## src/inc/cfg_latch_pkg.sv

```systemverilog
/*
 * Shared constants and carriers for the reset configuration latch block:
 * register indices, field positions, factory defaults, decode codes and
 * the packed structs that carry pin, debug and flash signals.
 * Assumes a single MCLK domain; nothing here holds logic.
 */
package cfg_latch_pkg;

    localparam int          NUM_LATCH      = 4;
    localparam int          NUM_PORTS      = 9;
    localparam int          ADDR_W         = 8;
    localparam int          DATA_W         = 8;
    localparam int          WCNT_W         = 8;

    // Register indices (plain port, address equals index)
    localparam logic [7:0]  IDX_DRIVE_LOW  = 8'h00;
    localparam logic [7:0]  IDX_DRIVE_HIGH = 8'h01;
    localparam logic [7:0]  IDX_RST_DBG    = 8'h02;
    localparam logic [7:0]  IDX_BOOT_ECC   = 8'h03;
    localparam logic [7:0]  IDX_STATUS     = 8'h04;
    localparam logic [7:0]  IDX_WCOUNT     = 8'h05;

    // Byte 2 fields
    localparam int          EXT_RST_BIT    = 7;
    localparam int          DBG_EN_BIT     = 6;
    localparam logic [7:0]  RST_DBG_WMASK  = 8'hC3;

    // Byte 3 fields
    localparam int          PHS_HI         = 7;
    localparam int          PHS_LO         = 4;
    localparam int          ECC_EN_BIT     = 3;
    localparam int          DPS_HI         = 2;
    localparam int          DPS_LO         = 1;
    localparam int          BOOT_SPD_BIT   = 0;

    localparam int          STAT_PEND_BIT  = 0;

    // Factory defaults
    localparam logic [7:0]  DEF_DRIVE_LOW  = 8'h00;
    localparam logic [7:0]  DEF_DRIVE_HIGH = 8'h00;
    localparam logic [7:0]  DEF_RST_DBG    = 8'h40;
    localparam logic [7:0]  DEF_BOOT_ECC   = 8'h0A;

    // Port reset drive mode codes
    localparam logic [1:0]  DRV_HIZ_ANALOG = 2'h0;
    localparam logic [1:0]  DRV_HIZ_DIG    = 2'h1;
    localparam logic [1:0]  DRV_PULL_UP    = 2'h2;
    localparam logic [1:0]  DRV_PULL_DOWN  = 2'h3;

    // Debug port select codes
    localparam logic [1:0]  DPS_JTAG5      = 2'h0;
    localparam logic [1:0]  DPS_JTAG4      = 2'h1;
    localparam logic [1:0]  DPS_SWD        = 2'h2;
    localparam logic [1:0]  DPS_OFF        = 2'h3;

    // Boot clock rates in MHz
    localparam int          BOOT_SLOW_MHZ  = 12;
    localparam int          BOOT_FAST_MHZ  = 48;

    // Flash word with check byte
    localparam int          FL_DATA_W      = 64;
    localparam int          FL_ECC_W       = 8;
    localparam int          FL_CW_W        = 72;
    localparam int          FL_SYN_W       = 7;

    typedef struct packed {
        logic analog_hiz;
        logic digital_in;
        logic pull_up;
        logic pull_down;
    } drive_ctl_t;

    typedef struct packed {
        logic jtag5;
        logic jtag4;
        logic swd;
    } dbg_ports_t;

    typedef struct packed {
        logic                 valid;
        logic [FL_DATA_W-1:0] data;
        logic [FL_ECC_W-1:0]  ecc;
    } flash_word_t;

    typedef struct packed {
        logic                 valid;
        logic [FL_DATA_W-1:0] data;
        logic                 corrected;
        logic                 dual_err;
    } flash_rsp_t;

endpackage

```

## src/verilog/drive_mode_decode.sv

```systemverilog
/*
 * One port's reset drive mode decoder: turns a two-bit mode code into
 * registered pad controls, exactly one of which is high.
 * Assumes mode comes from flops on the same clock.
 */
`timescale 1ns/100ps

module drive_mode_decode (
    input  wire logic                     clk,
    input  wire logic                     rst_b,
    input  wire logic [1:0]               mode,
    output cfg_latch_pkg::drive_ctl_t     ctl
);

    cfg_latch_pkg::drive_ctl_t ctl_r;
    cfg_latch_pkg::drive_ctl_t ctl_nxt;

    always_comb begin
        ctl_nxt = '0;
        if (!rst_b) begin
            ctl_nxt.analog_hiz = 1'b1;
        end else if (mode == cfg_latch_pkg::DRV_HIZ_ANALOG) begin
            ctl_nxt.analog_hiz = 1'b1;
        end else if (mode == cfg_latch_pkg::DRV_HIZ_DIG) begin
            ctl_nxt.digital_in = 1'b1;
        end else if (mode == cfg_latch_pkg::DRV_PULL_UP) begin
            ctl_nxt.pull_up = 1'b1;
        end else begin
            ctl_nxt.pull_down = 1'b1;
        end
    end

    always_ff @(posedge clk) begin
        ctl_r <= ctl_nxt;
    end

    assign ctl = ctl_r;
endmodule // drive_mode_decode

```

## src/verilog/reset_config_latches.sv

```systemverilog
/*
 * Nonvolatile configuration latch array and the start-up configuration it
 * sets: port reset drive modes, shared reset pin, debug access and port,
 * boot clock speed, ECC region use with flash word check and correct, and
 * digital clock phase delay.
 * Assumes POR_B and RST_B are synchronous to MCLK, POR_B models power loss
 * of the latch array, and the shared pin is asynchronous.
 */
// The strobed register port was decided locally.
`timescale 1ns/100ps

// What this block does
// - Four latch bytes applied at every reset
// - Two-bit codes set each port's reset drive
// - Select bit makes shared pin GPIO or reset
// - Debug access blocked at 0, allowed at 1
// - Boot clock 12 MHz at 0, 48 MHz at 1
// - Debug port select: JTAG5, JTAG4, SWD, off
// - ECC enable reserves extra flash for codes
// - Four-bit field sets digital clock phase delay
// - With ECC on, flash reads checked and corrected
module reset_config_latches (
    input  wire logic                                MCLK,
    input  wire logic                                RST_B,
    input  wire logic                                POR_B,
    input  wire logic [cfg_latch_pkg::ADDR_W-1:0]    ADDR,
    input  wire logic [cfg_latch_pkg::DATA_W-1:0]    WDATA,
    input  wire logic                                WR,
    input  wire logic                                RD,
    output      logic [cfg_latch_pkg::DATA_W-1:0]    RDATA,
    input  wire logic                                SHARED_PIN_IN,
    output      logic                                GPIO_IN_VAL,
    output      logic                                EXT_RESET_REQ,
    output cfg_latch_pkg::drive_ctl_t [cfg_latch_pkg::NUM_PORTS-1:0] PORT_DRIVE,
    output      logic                                DEBUG_ACCESS_EN,
    output cfg_latch_pkg::dbg_ports_t                DEBUG_PORTS,
    output      logic                                BOOT_CLK_48M,
    output      logic                                ECC_ENABLE,
    output      logic [3:0]                          CLK_PHASE_DLY,
    output      logic                                CFG_PENDING,
    input  cfg_latch_pkg::flash_word_t               FLASH_IN,
    output cfg_latch_pkg::flash_rsp_t                FLASH_OUT
);

    localparam int N = cfg_latch_pkg::NUM_LATCH;

    // Latch array and applied copy
    logic [7:0]                          latch_r   [N];
    logic [7:0]                          latch_nxt [N];
    logic [7:0]                          app_r     [N];
    logic [7:0]                          app_nxt   [N];
    logic [cfg_latch_pkg::WCNT_W-1:0]    wcnt_r;
    logic [cfg_latch_pkg::WCNT_W-1:0]    wcnt_nxt;
    logic [7:0]                          rdata_r;
    logic [7:0]                          rdata_nxt;
    logic                                pending;

    // Shared pin synchroniser and derived outputs
    logic                                pin_s1_r;
    logic                                pin_s2_r;
    logic                                gpio_r;
    logic                                gpio_nxt;
    logic                                xreq_r;
    logic                                xreq_nxt;
    cfg_latch_pkg::dbg_ports_t           dbg_r;
    cfg_latch_pkg::dbg_ports_t           dbg_nxt;

    // Flash path
    cfg_latch_pkg::flash_rsp_t           fl_r;
    cfg_latch_pkg::flash_rsp_t           fl_nxt;

    logic [2*cfg_latch_pkg::NUM_PORTS-1:0] modes;

    function automatic logic is_pow2(input int p);
        is_pow2 = ((p & (p - 1)) == 0);
    endfunction

    // Codeword bit 0 is the overall parity; parity bits sit at powers of two
    function automatic logic [cfg_latch_pkg::FL_CW_W-1:0] build_cw(
        input logic [cfg_latch_pkg::FL_DATA_W-1:0] d,
        input logic [cfg_latch_pkg::FL_ECC_W-1:0]  e);
        logic [cfg_latch_pkg::FL_CW_W-1:0] w;
        int                                k;
        int                                j;
        w = '0;
        k = 0;
        j = 0;
        w[0] = e[cfg_latch_pkg::FL_ECC_W-1];
        for (int p = 1; p < cfg_latch_pkg::FL_CW_W; p++) begin
            if (is_pow2(p)) begin
                w[p] = e[j];
                j++;
            end else begin
                w[p] = d[k];
                k++;
            end
        end
        build_cw = w;
    endfunction

    function automatic logic [cfg_latch_pkg::FL_DATA_W-1:0] extract_data(
        input logic [cfg_latch_pkg::FL_CW_W-1:0] w);
        logic [cfg_latch_pkg::FL_DATA_W-1:0] d;
        int                                  k;
        d = '0;
        k = 0;
        for (int p = 1; p < cfg_latch_pkg::FL_CW_W; p++) begin
            if (!is_pow2(p)) begin
                d[k] = w[p];
                k++;
            end
        end
        extract_data = d;
    endfunction

    function automatic logic [cfg_latch_pkg::FL_SYN_W-1:0] syndrome(
        input logic [cfg_latch_pkg::FL_CW_W-1:0] w);
        logic [cfg_latch_pkg::FL_SYN_W-1:0] s;
        s = '0;
        for (int p = 1; p < cfg_latch_pkg::FL_CW_W; p++) begin
            if (w[p]) begin
                s = s ^ cfg_latch_pkg::FL_SYN_W'(p);
            end
        end
        syndrome = s;
    endfunction

    // Latch programming, applied copy, counters and read port
    always_comb begin
        for (int i = 0; i < N; i++) begin
            latch_nxt[i] = latch_r[i];
            app_nxt[i]   = app_r[i];
        end
        wcnt_nxt  = wcnt_r;
        rdata_nxt = '0;
        if (!POR_B) begin
            latch_nxt[0] = cfg_latch_pkg::DEF_DRIVE_LOW;
            latch_nxt[1] = cfg_latch_pkg::DEF_DRIVE_HIGH;
            latch_nxt[2] = cfg_latch_pkg::DEF_RST_DBG;
            latch_nxt[3] = cfg_latch_pkg::DEF_BOOT_ECC;
            app_nxt[0]   = cfg_latch_pkg::DEF_DRIVE_LOW;
            app_nxt[1]   = cfg_latch_pkg::DEF_DRIVE_HIGH;
            app_nxt[2]   = cfg_latch_pkg::DEF_RST_DBG;
            app_nxt[3]   = cfg_latch_pkg::DEF_BOOT_ECC;
            wcnt_nxt     = '0;
        end else if (!RST_B) begin
            // Latches survive a reset; the applied copy reloads from them
            for (int i = 0; i < N; i++) begin
                app_nxt[i] = latch_r[i];
            end
        end else begin
            if (WR) begin
                if (ADDR == cfg_latch_pkg::IDX_DRIVE_LOW) begin
                    latch_nxt[0] = WDATA;
                end else if (ADDR == cfg_latch_pkg::IDX_DRIVE_HIGH) begin
                    latch_nxt[1] = WDATA;
                end else if (ADDR == cfg_latch_pkg::IDX_RST_DBG) begin
                    latch_nxt[2] = WDATA & cfg_latch_pkg::RST_DBG_WMASK;
                end else if (ADDR == cfg_latch_pkg::IDX_BOOT_ECC) begin
                    latch_nxt[3] = WDATA;
                end
                // Wear count so software can see how often latches were rewritten
                if (ADDR < cfg_latch_pkg::IDX_STATUS && wcnt_r != '1) begin
                    wcnt_nxt = wcnt_r + 1'b1;
                end
            end
            if (RD) begin
                if (ADDR < cfg_latch_pkg::IDX_STATUS) begin
                    rdata_nxt = latch_r[ADDR[1:0]];
                end else if (ADDR == cfg_latch_pkg::IDX_STATUS) begin
                    rdata_nxt[cfg_latch_pkg::STAT_PEND_BIT] = pending;
                end else if (ADDR == cfg_latch_pkg::IDX_WCOUNT) begin
                    rdata_nxt = wcnt_r;
                end else begin
                    rdata_nxt = '0;
                end
            end
        end
    end

    always_ff @(posedge MCLK) begin
        for (int i = 0; i < N; i++) begin
            latch_r[i] <= latch_nxt[i];
            app_r[i]   <= app_nxt[i];
        end
        wcnt_r  <= wcnt_nxt;
        rdata_r <= rdata_nxt;
    end

    always_comb begin
        pending = 1'b0;
        for (int i = 0; i < N; i++) begin
            if (latch_r[i] != app_r[i]) begin
                pending = 1'b1;
            end
        end
    end

    // Shared pin, debug port decode
    always_comb begin
        gpio_nxt = 1'b0;
        xreq_nxt = 1'b0;
        dbg_nxt  = '0;
        if (RST_B) begin
            if (app_r[2][cfg_latch_pkg::EXT_RST_BIT]) begin
                xreq_nxt = !pin_s2_r;
            end else begin
                gpio_nxt = pin_s2_r;
            end
            if (app_r[2][cfg_latch_pkg::DBG_EN_BIT]) begin
                case (app_r[3][cfg_latch_pkg::DPS_HI:cfg_latch_pkg::DPS_LO])
                    cfg_latch_pkg::DPS_JTAG5: dbg_nxt.jtag5 = 1'b1;
                    cfg_latch_pkg::DPS_JTAG4: dbg_nxt.jtag4 = 1'b1;
                    cfg_latch_pkg::DPS_SWD:   dbg_nxt.swd   = 1'b1;
                    default:                  dbg_nxt       = '0;
                endcase
            end
        end
    end

    always_ff @(posedge MCLK) begin
        pin_s1_r <= SHARED_PIN_IN;
        pin_s2_r <= pin_s1_r;
        gpio_r   <= gpio_nxt;
        xreq_r   <= xreq_nxt;
        dbg_r    <= dbg_nxt;
    end

    // Flash word check; bypass leaves the check byte free for data use
    always_comb begin
        logic [cfg_latch_pkg::FL_CW_W-1:0]  cw;
        logic [cfg_latch_pkg::FL_SYN_W-1:0] syn;
        logic                               odd;
        cw     = build_cw(FLASH_IN.data, FLASH_IN.ecc);
        syn    = syndrome(cw);
        odd    = ^cw;
        fl_nxt = '0;
        if (RST_B && FLASH_IN.valid) begin
            fl_nxt.valid = 1'b1;
            if (app_r[3][cfg_latch_pkg::ECC_EN_BIT]) begin
                if (odd) begin
                    cw[syn] = !cw[syn];
                    fl_nxt.corrected = 1'b1;
                end else if (syn != '0) begin
                    fl_nxt.dual_err = 1'b1;
                end
                fl_nxt.data = extract_data(cw);
            end else begin
                fl_nxt.data = FLASH_IN.data;
            end
        end
    end

    always_ff @(posedge MCLK) begin
        fl_r <= fl_nxt;
    end

    // Port drive decoders, one per port
    assign modes = {app_r[2][1:0], app_r[1], app_r[0]};

    generate
        for (genvar g = 0; g < cfg_latch_pkg::NUM_PORTS; g++) begin : g_port
            drive_mode_decode u_dec (
                .clk  (MCLK),
                .rst_b(RST_B),
                .mode (modes[2*g+1:2*g]),
                .ctl  (PORT_DRIVE[g])
            );
        end
    endgenerate

    assign RDATA           = rdata_r;
    assign GPIO_IN_VAL     = gpio_r;
    assign EXT_RESET_REQ   = xreq_r;
    assign DEBUG_ACCESS_EN = app_r[2][cfg_latch_pkg::DBG_EN_BIT];
    assign DEBUG_PORTS     = dbg_r;
    assign BOOT_CLK_48M    = app_r[3][cfg_latch_pkg::BOOT_SPD_BIT];
    assign ECC_ENABLE      = app_r[3][cfg_latch_pkg::ECC_EN_BIT];
    assign CLK_PHASE_DLY   = app_r[3][cfg_latch_pkg::PHS_HI:cfg_latch_pkg::PHS_LO];
    assign CFG_PENDING     = pending;
    assign FLASH_OUT       = fl_r;
endmodule // reset_config_latches

```

## config.mk

```make
export PLATFORM = sky130hd
export DESIGN_NAME = reset_config_latches
export DESIGN_NICKNAME = d
export VERILOG_FILES = /design/src/inc/cfg_latch_pkg.sv /design/src/verilog/drive_mode_decode.sv /design/src/verilog/reset_config_latches.sv
export SDC_FILE = /design/constraint.sdc
export NUM_CORES = 1
export LEC_CHECK = 0
export ABC_AREA = 1
export BUFFER_PORTS_ARGS = -buffer_cell sky130_fd_sc_hd__buf_2
export CELL_PAD_IN_SITES_DETAIL_PLACEMENT = 0
export CELL_PAD_IN_SITES_GLOBAL_PLACEMENT = 2
export CORE_MARGIN = 5
export CORE_UTILIZATION = 27
export DETAILED_ROUTE_END_ITERATION = 16
export GPL_TIMING_DRIVEN = 0
export PLACE_DENSITY = 0.83
export SLEW_MARGIN = 15
export SYNTH_ARGS = -nofsm -noshare
export SYNTH_HDL_FRONTEND = slang
export SYNTH_SLANG_ARGS = --single-unit
export TNS_END_PERCENT = 1
```

## constraint.sdc

```tcl
create_clock -name MCLK -period 3.06 [get_ports MCLK]
set_clock_uncertainty 0.2 [all_clocks]
set_input_delay 0.612 -clock MCLK [delete_from_list [all_inputs] [get_ports MCLK]]
set_output_delay 0.612 -clock MCLK [all_outputs]
set_load 0.03 [all_outputs]
```

==> flow_metrics.env, run 1 <==
export IMPL_synth_area_mux_share_pct=0
export IMPL_ys_ff_latch=182
export IMPL_finalSetupTns_ps=-14120
export IMPL_fin_hold_ws_ps=51.2
export IMPL_synth_top_family_by_area="simple AND/OR/NAND/NOR gates"
export IMPL_ys_warnings_count=0
export IMPL_antenna_left=0
export IMPL_synthTopCellsByCount="312 x nand2_1, 182 x dfxtp_1, 169 x nor2_1, 120 x inv_1, 98 x o21ai_0"
export IMPL_num_vias=10100
export IMPL_grt_first_pass_wirelength_um=60400
export IMPL_setup_ws_ps=-280
export IMPL_synth_compound_area_share_pct=17.6
export IMPL_r2r_cells=8
export IMPL_synthXorXnorAreaFrac_pct=10.2
export IMPL_fp_dieW_um=198
export IMPL_holdBufCountCts=0
export IMPL_async_flop_share_pct=0
export IMPL_hold_viol=0
export IMPL_p_per_area_mw_per_mm2=921
export IMPL_min_to="pin_s1_r"
export IMPL_timing_worst_slew_pin_value_ps=884
export IMPL_slew_viol_final=0
export IMPL_ys_seq_area_share_pct=38.1
export IMPL_synthAdderAreaFrac_pct=0.131
export IMPL_drive_above_1_share_pct=39.7
export IMPL_min_period_ps=3340
export IMPL_required_ps=3190
export IMPL_vdd_drop_max_mv=0.773
export IMPL_drt_iter0_drc=532
export IMPL_critPathCaptureType="register"
export IMPL_post_drt_wl_per_cell_um=20.0
export IMPL_grt_ovfl_total=0
export IMPL_yosysTopAreaCellShare_pct=38.1
export IMPL_max_cap_violations=0
export IMPL_hpwl_um=31000
export IMPL_cts_inserted_buffers=17
export IMPL_htreeDepth=4
export IMPL_via_per_inst=4.78
export IMPL_ys_types=46
export IMPL_worstPathArrival_ps=3470
export IMPL_grt_max_degree=20
export IMPL_fin_crit_sh_pct=109
export IMPL_cts_tree="yes"
export IMPL_coreArea_mm2=0.0353
export IMPL_holdCritPathClass="input pin to register"
export IMPL_hold_depth=1
export IMPL_synthCells=1336
export IMPL_r2r_start="wcnt_r[0]"
export IMPL_start_kind="input pin"
export IMPL_grt_pass1_vias=9880
export IMPL_root_buffer="clkbuf_16"
export IMPL_syn2layout_area_growth_pct=46.5
export IMPL_start_util_pct=27.1
export IMPL_nNetsFinal=1726
export IMPL_setup_violations_final=64
export IMPL_syn_area_per_cell_um2=7.16
export IMPL_fp_row_count=69
export IMPL_path_class="input pin to register"
export IMPL_max_freq_mhz=299
export IMPL_relSlewSlack_pct=40.6
export IMPL_min_from="SHARED_PIN_IN"
export IMPL_synthFlopType="dfxtp_1"
export IMPL_leakagePower_nw=6.29
export IMPL_n_antenna_cell=0
export IMPL_clkLatencyLatePin_ps=460
export IMPL_synth_area_mm2=0.00957
export IMPL_fin_util_pct=39.7
export IMPL_grt_usage_pct=20.8
export IMPL_rrSetupSlack_ps=1100
export IMPL_fp_dieArea_mm2=0.0393
export IMPL_rr_endpoint="wcnt_r[6]"
export IMPL_fp_dieH_um=198
export IMPL_cts_buffer_depth=2
export IMPL_io_buffers=217
export IMPL_final_cell_count_no_fill=2104
export IMPL_totalWireLength_um=42000
export IMPL_run_status="finished, violations left"
export IMPL_gp_congestion=0.925
export IMPL_cts_num_sinks=182
export IMPL_rsz0062_at_grt="yes"
export IMPL_clkTransAtPathRegs_ps=80
export IMPL_yosysTopAreaCell="dfxtp_1"
export IMPL_drc=0
export IMPL_crit_path_max_fanout=7
export IMPL_synth_nets=1432
export IMPL_violations="negative setup slack"
export IMPL_place_inst=2014
export IMPL_cp_startpoint="FLASH_IN[12]"
export IMPL_synth_edff_count=0
export IMPL_drtPass1Iterations=5
export IMPL_synth_area_leaders="dfxtp_1 38%, nand2_1 12%, nor2_1 6.6%"
export IMPL_antenna_found_initial=0
export IMPL_synth_most_common_cell="nand2_1"
export IMPL_io_pins=219
export IMPL_synthSimpleGateAreaFrac_pct=26.4
## worst max-delay path: stages
cell and delay (ps):
buf_4 160, xor2_2 180, nand2_2 130, nand2_1 90, nand2_2 80, nand2_1 60
nand2_2 80, nand3_2 90, nand2_4 110, inv_2 70, nand2_8 90, nand2_8 80
nand2_8 90, nand2_8 100, buf_4 160, nand2_4 110, o21ai_1 80, nor2_1 90
nand2_1 100, nand2_1 80, nand2_1 60, o21ai_2 170, nand2_2 130, buf_6 150
nand2_8 90, buf_12 160, a21oi_4 60
## timing repair
item,CTS,global route
cloned,8,2
buffers inserted,33,19
resized for setup,179,271
setup endpoints to repair,65,66
pin swaps,39,107
## layout by cell type (no fill, tap or decap), types with 37 or more instances in the layout
cell / n
a21oi_2: 60
xor2_1: 37
nand3_1: 38
a21oi_1: 52
o21ai_1: 37
dfxtp_1: 182
nor2_2: 40
nand2_1: 224
o21ai_0: 84
nand2_2: 67
inv_1: 91
buf_2: 182
nor2_1: 109
buf_4: 58
## final cells by class
| cell class | count | area, um2 |
|---|---|---|
| multi-input combinational | 985 | 6480 |
| tap | 461 | 577 |
| timing repair buffer | 273 | 1820 |
| fill | 3706 | 21300 |
| buffer | 44 | 408 |
| clock buffer | 18 | 429 |
| clock inverter | 14 | 155 |
| sequential | 182 | 3640 |
| inverter | 127 | 512 |
## registers in the layout, summed over array words and instances, names as in the netlist
| name | flops |
|---|---|
| app_r | 28 |
| wcnt_r | 8 |
| GPIO_IN_VAL | 1 |
| g_port.u_dec.ctl | 36 |
| pin_s1_r | 1 |
| FLASH_OUT | 67 |
| DEBUG_PORTS | 3 |
| EXT_RESET_REQ | 1 |
| pin_s2_r | 1 |
| RDATA | 8 |
| latch_r | 28 |
## cell families (layout without fill, tap and decap cells)
kind of cell    after synthesis  in the layout
compound gates              272            272
fa+ha+maj                     1              1
flops                       182            182
simple gates                605            608
buf+inv                     172            476
xor+xnor                    104            104
## worst max path at each step
| stage | end | slack, ps | cells past startpoint |
|---|---|---|---|
| 2_1_floorplan | FLASH_OUT[2] | -40 | 30 |
| 3_3_place_gp | FLASH_OUT[36] | -1440 | 28 |
| 3_5_place_dp | FLASH_OUT[36] | -1390 | 28 |
| 4_1_cts | FLASH_OUT[62] | -230 | 18 |
| 5_1_grt | FLASH_OUT[2] | -390 | 27 |
| 6_report | FLASH_OUT[2] | -280 | 27 |
## through the flow
stage                     power, mW  setup slack [ps]  area (um2)
final                          12.9              -280       14000
after global routing           13.4              -387       14000
after detailed placement       7.60             -1390       11300
after CTS                      12.4              -229       13000
after global placement         7.60             -1440       11300
after floorplan                5.82             -38.2        9650
## where the power goes
| part | total (mW) | switching [mW] | leakage [nW] | internal [mW] |
|---|---|---|---|---|
| logic | 8.27 | 5.13 | 4.53 | 3.14 |
| clock network | 2.19 | 1.10 | 0.279 | 1.09 |
| registers | 2.45 | 0.0277 | 1.48 | 2.43 |
| total | 12.9 | 6.26 | 6.29 | 6.66 |
## per-layer routing
metal / global-route usage [%] / part of all wire (%) / vias to the layer above
li1: - / - / 4927
met1: 24.9 / 41 / 4707
met2: 35.8 / 49 / 344
met3: 4.32 / 5.6 / 89
met4: 9.21 / 5.0 / 0
met5: 0 / 0 / -
Note: power is estimated with default switching activity, not from simulation.
==> inputs of run 2 (changes only) <==
--- a/config.mk
+++ b/config.mk
@@ -10,12 +10,13 @@
 export CELL_PAD_IN_SITES_DETAIL_PLACEMENT = 0
 export CELL_PAD_IN_SITES_GLOBAL_PLACEMENT = 2
 export CORE_MARGIN = 5
-export CORE_UTILIZATION = 27
+export CORE_UTILIZATION = 31
 export DETAILED_ROUTE_END_ITERATION = 16
 export GPL_TIMING_DRIVEN = 0
-export PLACE_DENSITY = 0.83
+export PLACE_DENSITY = 0.87
 export SLEW_MARGIN = 15
 export SYNTH_ARGS = -nofsm -noshare
 export SYNTH_HDL_FRONTEND = slang
+export SYNTH_HIERARCHICAL = 1
 export SYNTH_SLANG_ARGS = --single-unit
 export TNS_END_PERCENT = 1
==> constraint.sdc (replaced) <==
create_clock -name MCLK -period 3.54 [get_ports MCLK]
set_clock_uncertainty 0.2 [all_clocks]
set_input_delay 0.708 -clock MCLK [delete_from_list [all_inputs] [get_ports MCLK]]
set_output_delay 0.708 -clock MCLK [all_outputs]
set_load 0.03 [all_outputs]
==> flow_metrics.env, run 2 <==
export IMPL_run_status="complete, no violations"
export IMPL_gp_congestion=0.935
export IMPL_holdBufCountCts=0
export IMPL_syn2layout_area_growth_pct=33.2
export IMPL_fp_dieW_um=195
export IMPL_antenna_left=0
export IMPL_cts_inserted_buffers=17
export IMPL_largest_reg_flops=67
export IMPL_post_place_ws_ps=-933
export IMPL_htreeDepth=4
export IMPL_timing_worst_slew_pin_value_ps=845
export IMPL_hpwl_um=31300
export IMPL_ys_seq_area_share_pct=34.3
export IMPL_crit_top_cell="nand2_2"
export IMPL_clkLatencyLatePin_ps=450
export IMPL_final_cell_count_no_fill=2161
export IMPL_cpMaxStageDelayCell="clkbuf_16"
export IMPL_max_cap_violations=0
export IMPL_root_buffer="clkbuf_16"
export IMPL_fp_dieH_um=195
export IMPL_p_seq_share_pct=18.3
export IMPL_design_area_mm2=0.0142
export IMPL_grt_usage_pct=20.6
export IMPL_relSlewSlack_pct=43.7
export IMPL_fp_dieArea_mm2=0.0381
export IMPL_ys_warnings_count=6
export IMPL_synth_area_leaders="dfxtp_1 34%, nand2_1 12%, a21oi_4 9.2%"
export IMPL_grt_ovfl_total=0
export IMPL_nNetsFinal=1793
export IMPL_critPathCaptureType="register"
export IMPL_totalWireLength_um=41500
export IMPL_slowest_delay_ps=200
export IMPL_ys_ff_latch=182
export IMPL_yosysTopAreaCellShare_pct=34.3
export IMPL_via_per_inst=4.83
export IMPL_p_comb_share_pct=65.1
export IMPL_required_ps=3720
export IMPL_grt_max_degree=31
export IMPL_cts_buffer_depth=2
export IMPL_synthCells=1422
export IMPL_holdCritPathClass="register to register"
export IMPL_drc=0
export IMPL_leakagePower_nw=6.49
export IMPL_synthTopCellsByCount="334 x nand2_1, 182 x dfxtp_1, 162 x nor2_1, 154 x inv_1, 118 x o21ai_0"
export IMPL_post_drt_wl_per_cell_um=19.2
export IMPL_syn_area_per_cell_um2=7.47
export IMPL_mostFrequentLayoutCells="281 x nand2_1, 193 x buf_2, 182 x dfxtp_1, 143 x nor2_1, 134 x inv_1"
export IMPL_synth_area_mm2=0.0106
export IMPL_grt_first_pass_wirelength_um=59600
export IMPL_worstPathArrival_ps=3710
export IMPL_fin_crit_sh_pct=99.9
export IMPL_cts_tree="yes"
export IMPL_io_pins=219
export IMPL_vdd_drop_max_mv=0.667
export IMPL_place_inst=2088
export IMPL_hold_viol=0
export IMPL_slew_viol_final=0
export IMPL_swShare_pct=47.1
export IMPL_path_class="input pin to register"
export IMPL_max_freq_mhz=283
export IMPL_synth_most_common_cell="nand2_1"
export IMPL_start_kind="input pin"
export IMPL_io_buffers=218
export IMPL_antenna_found_initial=6
export IMPL_cts_num_sinks=182
export IMPL_rsz0062_at_grt="yes"
export IMPL_power_switching_mw=5.55
export IMPL_start_util_pct=31.5
export IMPL_mostFrequentLayoutCell="nand2_1"
export IMPL_grt_pass1_vias=9704
export IMPL_drive_above_1_share_pct=32.3
export IMPL_setup_violations_final=0
export IMPL_yosysTopAreaCell="dfxtp_1"
export IMPL_drtPass1Iterations=5
export IMPL_p_per_area_mw_per_mm2=833
export IMPL_coreArea_mm2=0.0337
export IMPL_synth_nets=1518
export IMPL_crit_path_max_fanout=10
export IMPL_fp_row_count=67
export IMPL_p_total_mw=11.8
export IMPL_async_flop_share_pct=0
export IMPL_synth_edff_count=0
export IMPL_num_vias=10400
export IMPL_drt_iter0_drc=883
export IMPL_clkTransAtPathRegs_ps=80
export IMPL_min_period_ps=3540
export IMPL_placed_area_mm2=0.0123
export IMPL_fin_util_pct=42.0
export IMPL_setup_ws_ps=3.17
export IMPL_synthFlopType="dfxtp_1"
export IMPL_ys_types=50
export IMPL_p_clk_share_pct=16.6
export IMPL_internal_power_mw=6.24
run 2: cell types whose count changed after synthesis, sizes merged, moves of 6 or more:
cell	change
inv	+43
a21oi	+9
a22oi	-8
a211oi	-9
o21ai	+7
nand2	+37
xnor2	+6
run 2: cell families after synthesis:
family	after synthesis	synth area share, %
AOI/OAI and AO/OA	279	20.1
and+or+nand+nor	643	27.0
xor gates and xnor gates	105	9.47
adders and majority gates	1	0.118
DFF	182	34.3
buffers and inverters	212	9.00
run 2: worst paths after layout:
check,from,end,slack (ps),depth (start not counted)
max reg2reg,app_r[3][3],FLASH_OUT[35],1160,7
min,pin_s1_r,pin_s2_r,130,0
max,FLASH_IN[31],FLASH_OUT[65],3,28
min reg2reg,pin_s1_r,pin_s2_r,130,0
run 2: cell type report:
cell class	count	area, um2
antenna	3	7.51
clock inverter	14	159
timing repair buffer	255	1680
sequential	182	3640
inverter	171	659
fill	3531	19500
multi-input combinational	1029	6630
clock buffer	18	439
tap	448	561
buffer	41	380
run 2: metal layers:
metal  global-route usage, %  share of wire (%)  vias up
met5                       0               0.11        -
met1                    28.5                 45     4859
met4                    6.96                2.7        6
met3                    3.70                6.6       73
met2                    32.6                 45      392
li1                        -                  -     5113
run 2: power groups by stage:
stage                     clock network, mW  logic (mW)  registers, mW
after floorplan                           0        3.83           2.31
after global placement                    0        5.44           2.21
after detailed placement                  0        5.45           2.21
after CTS                              2.00        6.08           2.16
after global routing                   2.09        7.98           2.17
final                                  1.96        7.68           2.16
run 2: metrics by stage:
stage	hold WS, ps	TNS (ps)
2_1_floorplan	110	0
3_3_place_gp	113	-53680
3_5_place_dp	112	-55620
4_1_cts	130	0
5_1_grt	139	-5940
6_report	130	0
run 2: repair_timing:
item                       in CTS  in global routing
setup endpoints to repair      64                 64
pin swaps                       3                 65
gates resized for setup        21                207
buffers inserted                9                 19
gates cloned                    1                  9
run 2: worst max-delay path, delay by kind of cell:
| family | cells | cell delay [ps] |
|---|---|---|
| AOI/OAI and AO/OA | 3 | 460 |
| buffers and inverters | 7 | 820 |
| and+or+nand+nor | 18 | 1690 |
==> inputs of run 3 (changes only) <==
--- a/config.mk
+++ b/config.mk
@@ -7,6 +7,7 @@
 export LEC_CHECK = 0
 export ABC_AREA = 1
 export BUFFER_PORTS_ARGS = -buffer_cell sky130_fd_sc_hd__buf_2
+export CAP_MARGIN = 20
 export CELL_PAD_IN_SITES_DETAIL_PLACEMENT = 0
 export CELL_PAD_IN_SITES_GLOBAL_PLACEMENT = 2
 export CORE_MARGIN = 5
@@ -14,6 +15,7 @@
 export DETAILED_ROUTE_END_ITERATION = 16
 export GPL_TIMING_DRIVEN = 0
 export PLACE_DENSITY = 0.87
+export SETUP_SLACK_MARGIN = 0.4
 export SLEW_MARGIN = 15
 export SYNTH_ARGS = -nofsm -noshare
 export SYNTH_HDL_FRONTEND = slang
==> flow_metrics.env, run 3 (synthesized netlist as in run 2, its figures left out) <==
export IMPL_drt_iter0_drc=749
export IMPL_mostFrequentLayoutCell="nand2_1"
export IMPL_htreeDepth=4
export IMPL_fin_hold_ws_ps=133
export IMPL_io_buffers=218
export IMPL_p_seq_share_pct=17.8
export IMPL_required_ps=3730
export IMPL_nFillCells=3467
export IMPL_mostFrequentLayoutCells="264 x nand2_1, 193 x buf_2, 182 x dfxtp_1, 137 x nor2_1, 126 x inv_1"
export IMPL_leakagePower_nw=6.60
export IMPL_syn2layout_area_growth_pct=37.6
export IMPL_largest_reg_flops=67
export IMPL_placed_area_mm2=0.0123
export IMPL_crit_path_max_fanout=9
export IMPL_rrSetupSlack_ps=1150
export IMPL_grt_first_pass_wirelength_um=59800
export IMPL_grt_max_degree=31
export IMPL_gp_congestion=0.889
export IMPL_fp_dieH_um=195
export IMPL_setup_violations_final=0
export IMPL_grt_ovfl_total=0
export IMPL_via_per_inst=4.82
export IMPL_drc=0
export IMPL_seq_area_mm2=0.00364
export IMPL_crit_end="FLASH_OUT[12]"
export IMPL_coreArea_mm2=0.0337
export IMPL_swShare_pct=47.9
export IMPL_cts_tree="yes"
export IMPL_num_vias=10400
export IMPL_internal_power_mw=6.31
export IMPL_final_cell_count_no_fill=2163
export IMPL_fp_row_count=67
export IMPL_nNetsFinal=1797
export IMPL_post_drt_wl_per_cell_um=19.3
export IMPL_fin_crit_sh_pct=99.7
export IMPL_rr_endpoint="FLASH_OUT[29]"
export IMPL_slowest_delay_ps=240
export IMPL_io_pins=219
export IMPL_run_status="complete, no violations"
export IMPL_critPathCaptureType="register"
export IMPL_holdCritPathClass="register to register"
export IMPL_r2r_start="app_r[3][3]"
export IMPL_vdd_drop_max_mv=0.584
export IMPL_cts_buffer_depth=2
export IMPL_drtPass1Iterations=5
export IMPL_design_area_mm2=0.0146
export IMPL_routed_top_layer="met4"
export IMPL_cts_num_sinks=182
export IMPL_p_comb_share_pct=66.0
export IMPL_grt_usage_pct=20.5
export IMPL_r2r_cells=7
export IMPL_path_class="input pin to register"
export IMPL_max_cap_violations=0
export IMPL_crit_top_cell="nand2_2"
export IMPL_fp_dieW_um=195
export IMPL_timing_worst_slew_pin_value_ps=774
export IMPL_holdBufCountCts=0
export IMPL_max_freq_mhz=283
export IMPL_drive_above_1_share_pct=35.1
export IMPL_start_kind="input pin"
export IMPL_totalWireLength_um=41800
export IMPL_multiInputGateArea_mm2=0.00693
export IMPL_wl_met2_um=19500
export IMPL_root_buffer="clkbuf_16"
export IMPL_min_period_ps=3530
export IMPL_p_clk_share_pct=16.2
export IMPL_hold_viol=0
export IMPL_fp_dieArea_mm2=0.0381
export IMPL_clkLatencyLatePin_ps=450
export IMPL_worstPathArrival_ps=3720
export IMPL_grt_pass1_vias=9881
export IMPL_hpwl_um=31400
export IMPL_met1_length_um=18600
export IMPL_p_per_area_mw_per_mm2=828
export IMPL_clkTransAtPathRegs_ps=80
export IMPL_cp_startpoint="FLASH_IN[59]"
export IMPL_slew_viol_final=0
export IMPL_cpMaxStageDelayCell="nand4_1"
export IMPL_power_switching_mw=5.79
export IMPL_wl_met3_um=2340
export IMPL_cts_inserted_buffers=17
export IMPL_antenna_found_initial=1
export IMPL_rsz0062_at_grt="yes"
export IMPL_antenna_left=0
export IMPL_relSlewSlack_pct=48.4
export IMPL_place_inst=2088
export IMPL_start_util_pct=31.5
run 3: cell count changes in the layout (fill, tap and decap cells not counted), moves of 4 or more:
cell      delta
inv_1        -8
nand2_2      +9
clkinv_8     +4
buf_4        -4
nor2_2       +7
nand2_1     -17
inv_2        +8
nor2_1       -6
nand2_8      +7
xnor2_1      -8
xnor2_2      +7
xor2_1       -4
buf_12       +9
run 3: worst min-delay path by stage:
stage | cells past startpoint | endpoint | slack (ps) | from
2_1_floorplan | 0 | pin_s2_r | 110 | pin_s1_r
3_3_place_gp | 0 | pin_s2_r | 120 | pin_s1_r
3_5_place_dp | 0 | pin_s2_r | 120 | pin_s1_r
4_1_cts | 0 | pin_s2_r | 140 | pin_s1_r
5_1_grt | 0 | pin_s2_r | 150 | pin_s1_r
6_report | 0 | pin_s2_r | 130 | pin_s1_r
run 3: power by group through the flow:
stage	logic, mW	registers (mW)	clock network, mW
6_report	7.98	2.16	1.96
3_3_place_gp	5.42	2.20	0
3_5_place_dp	5.43	2.21	0
5_1_grt	8.25	2.17	2.10
2_1_floorplan	3.85	2.31	0
4_1_cts	6.22	2.16	2.01
run 3: worst max-delay path, delay by kind of cell:
kind	cells	cell delay, ps
and+or+nand+nor	15	1820
buffers and inverters	7	820
AOI/OAI and AO/OA	3	340
run 3: what timing repair did:
item	4_1_cts	5_1_grt
pin swaps	11	84
resized for setup	49	252
endpoints found under the setup margin	65	66
gates cloned	4	10
buffers inserted	12	16
run 3: metal layers:
layer  global-route usage [%]  vias to the layer above
met4                     6.98                        0
met1                     27.6                     4891
met5                        0                        -
met2                     33.5                      348
li1                         -                     5124
met3                     3.48                       63
run 3: final cells by class:
type | instances | area share, %
antenna | 1 | 0.0171
buffer | 41 | 2.76
clock buffer | 18 | 3.00
clock inverter | 14 | 1.20
inverter | 171 | 4.55
multi-input combinational | 1030 | 47.4
sequential | 182 | 24.9
tap | 448 | 3.83
timing repair buffer | 258 | 12.3
run 3: metrics by stage:
stage | total power, mW | TNS (ps) | utilization, % | setup slack, ps
final | 12.1 | 0 | 43.4 | 10.8
after global routing | 12.5 | -4580 | 43.4 | -99.4
after global placement | 7.63 | -55800 | 36.6 | -926
after CTS | 10.4 | 0 | 39.6 | 88.8
after detailed placement | 7.64 | -55240 | 36.6 | -914
after floorplan | 6.17 | 0 | - | 324
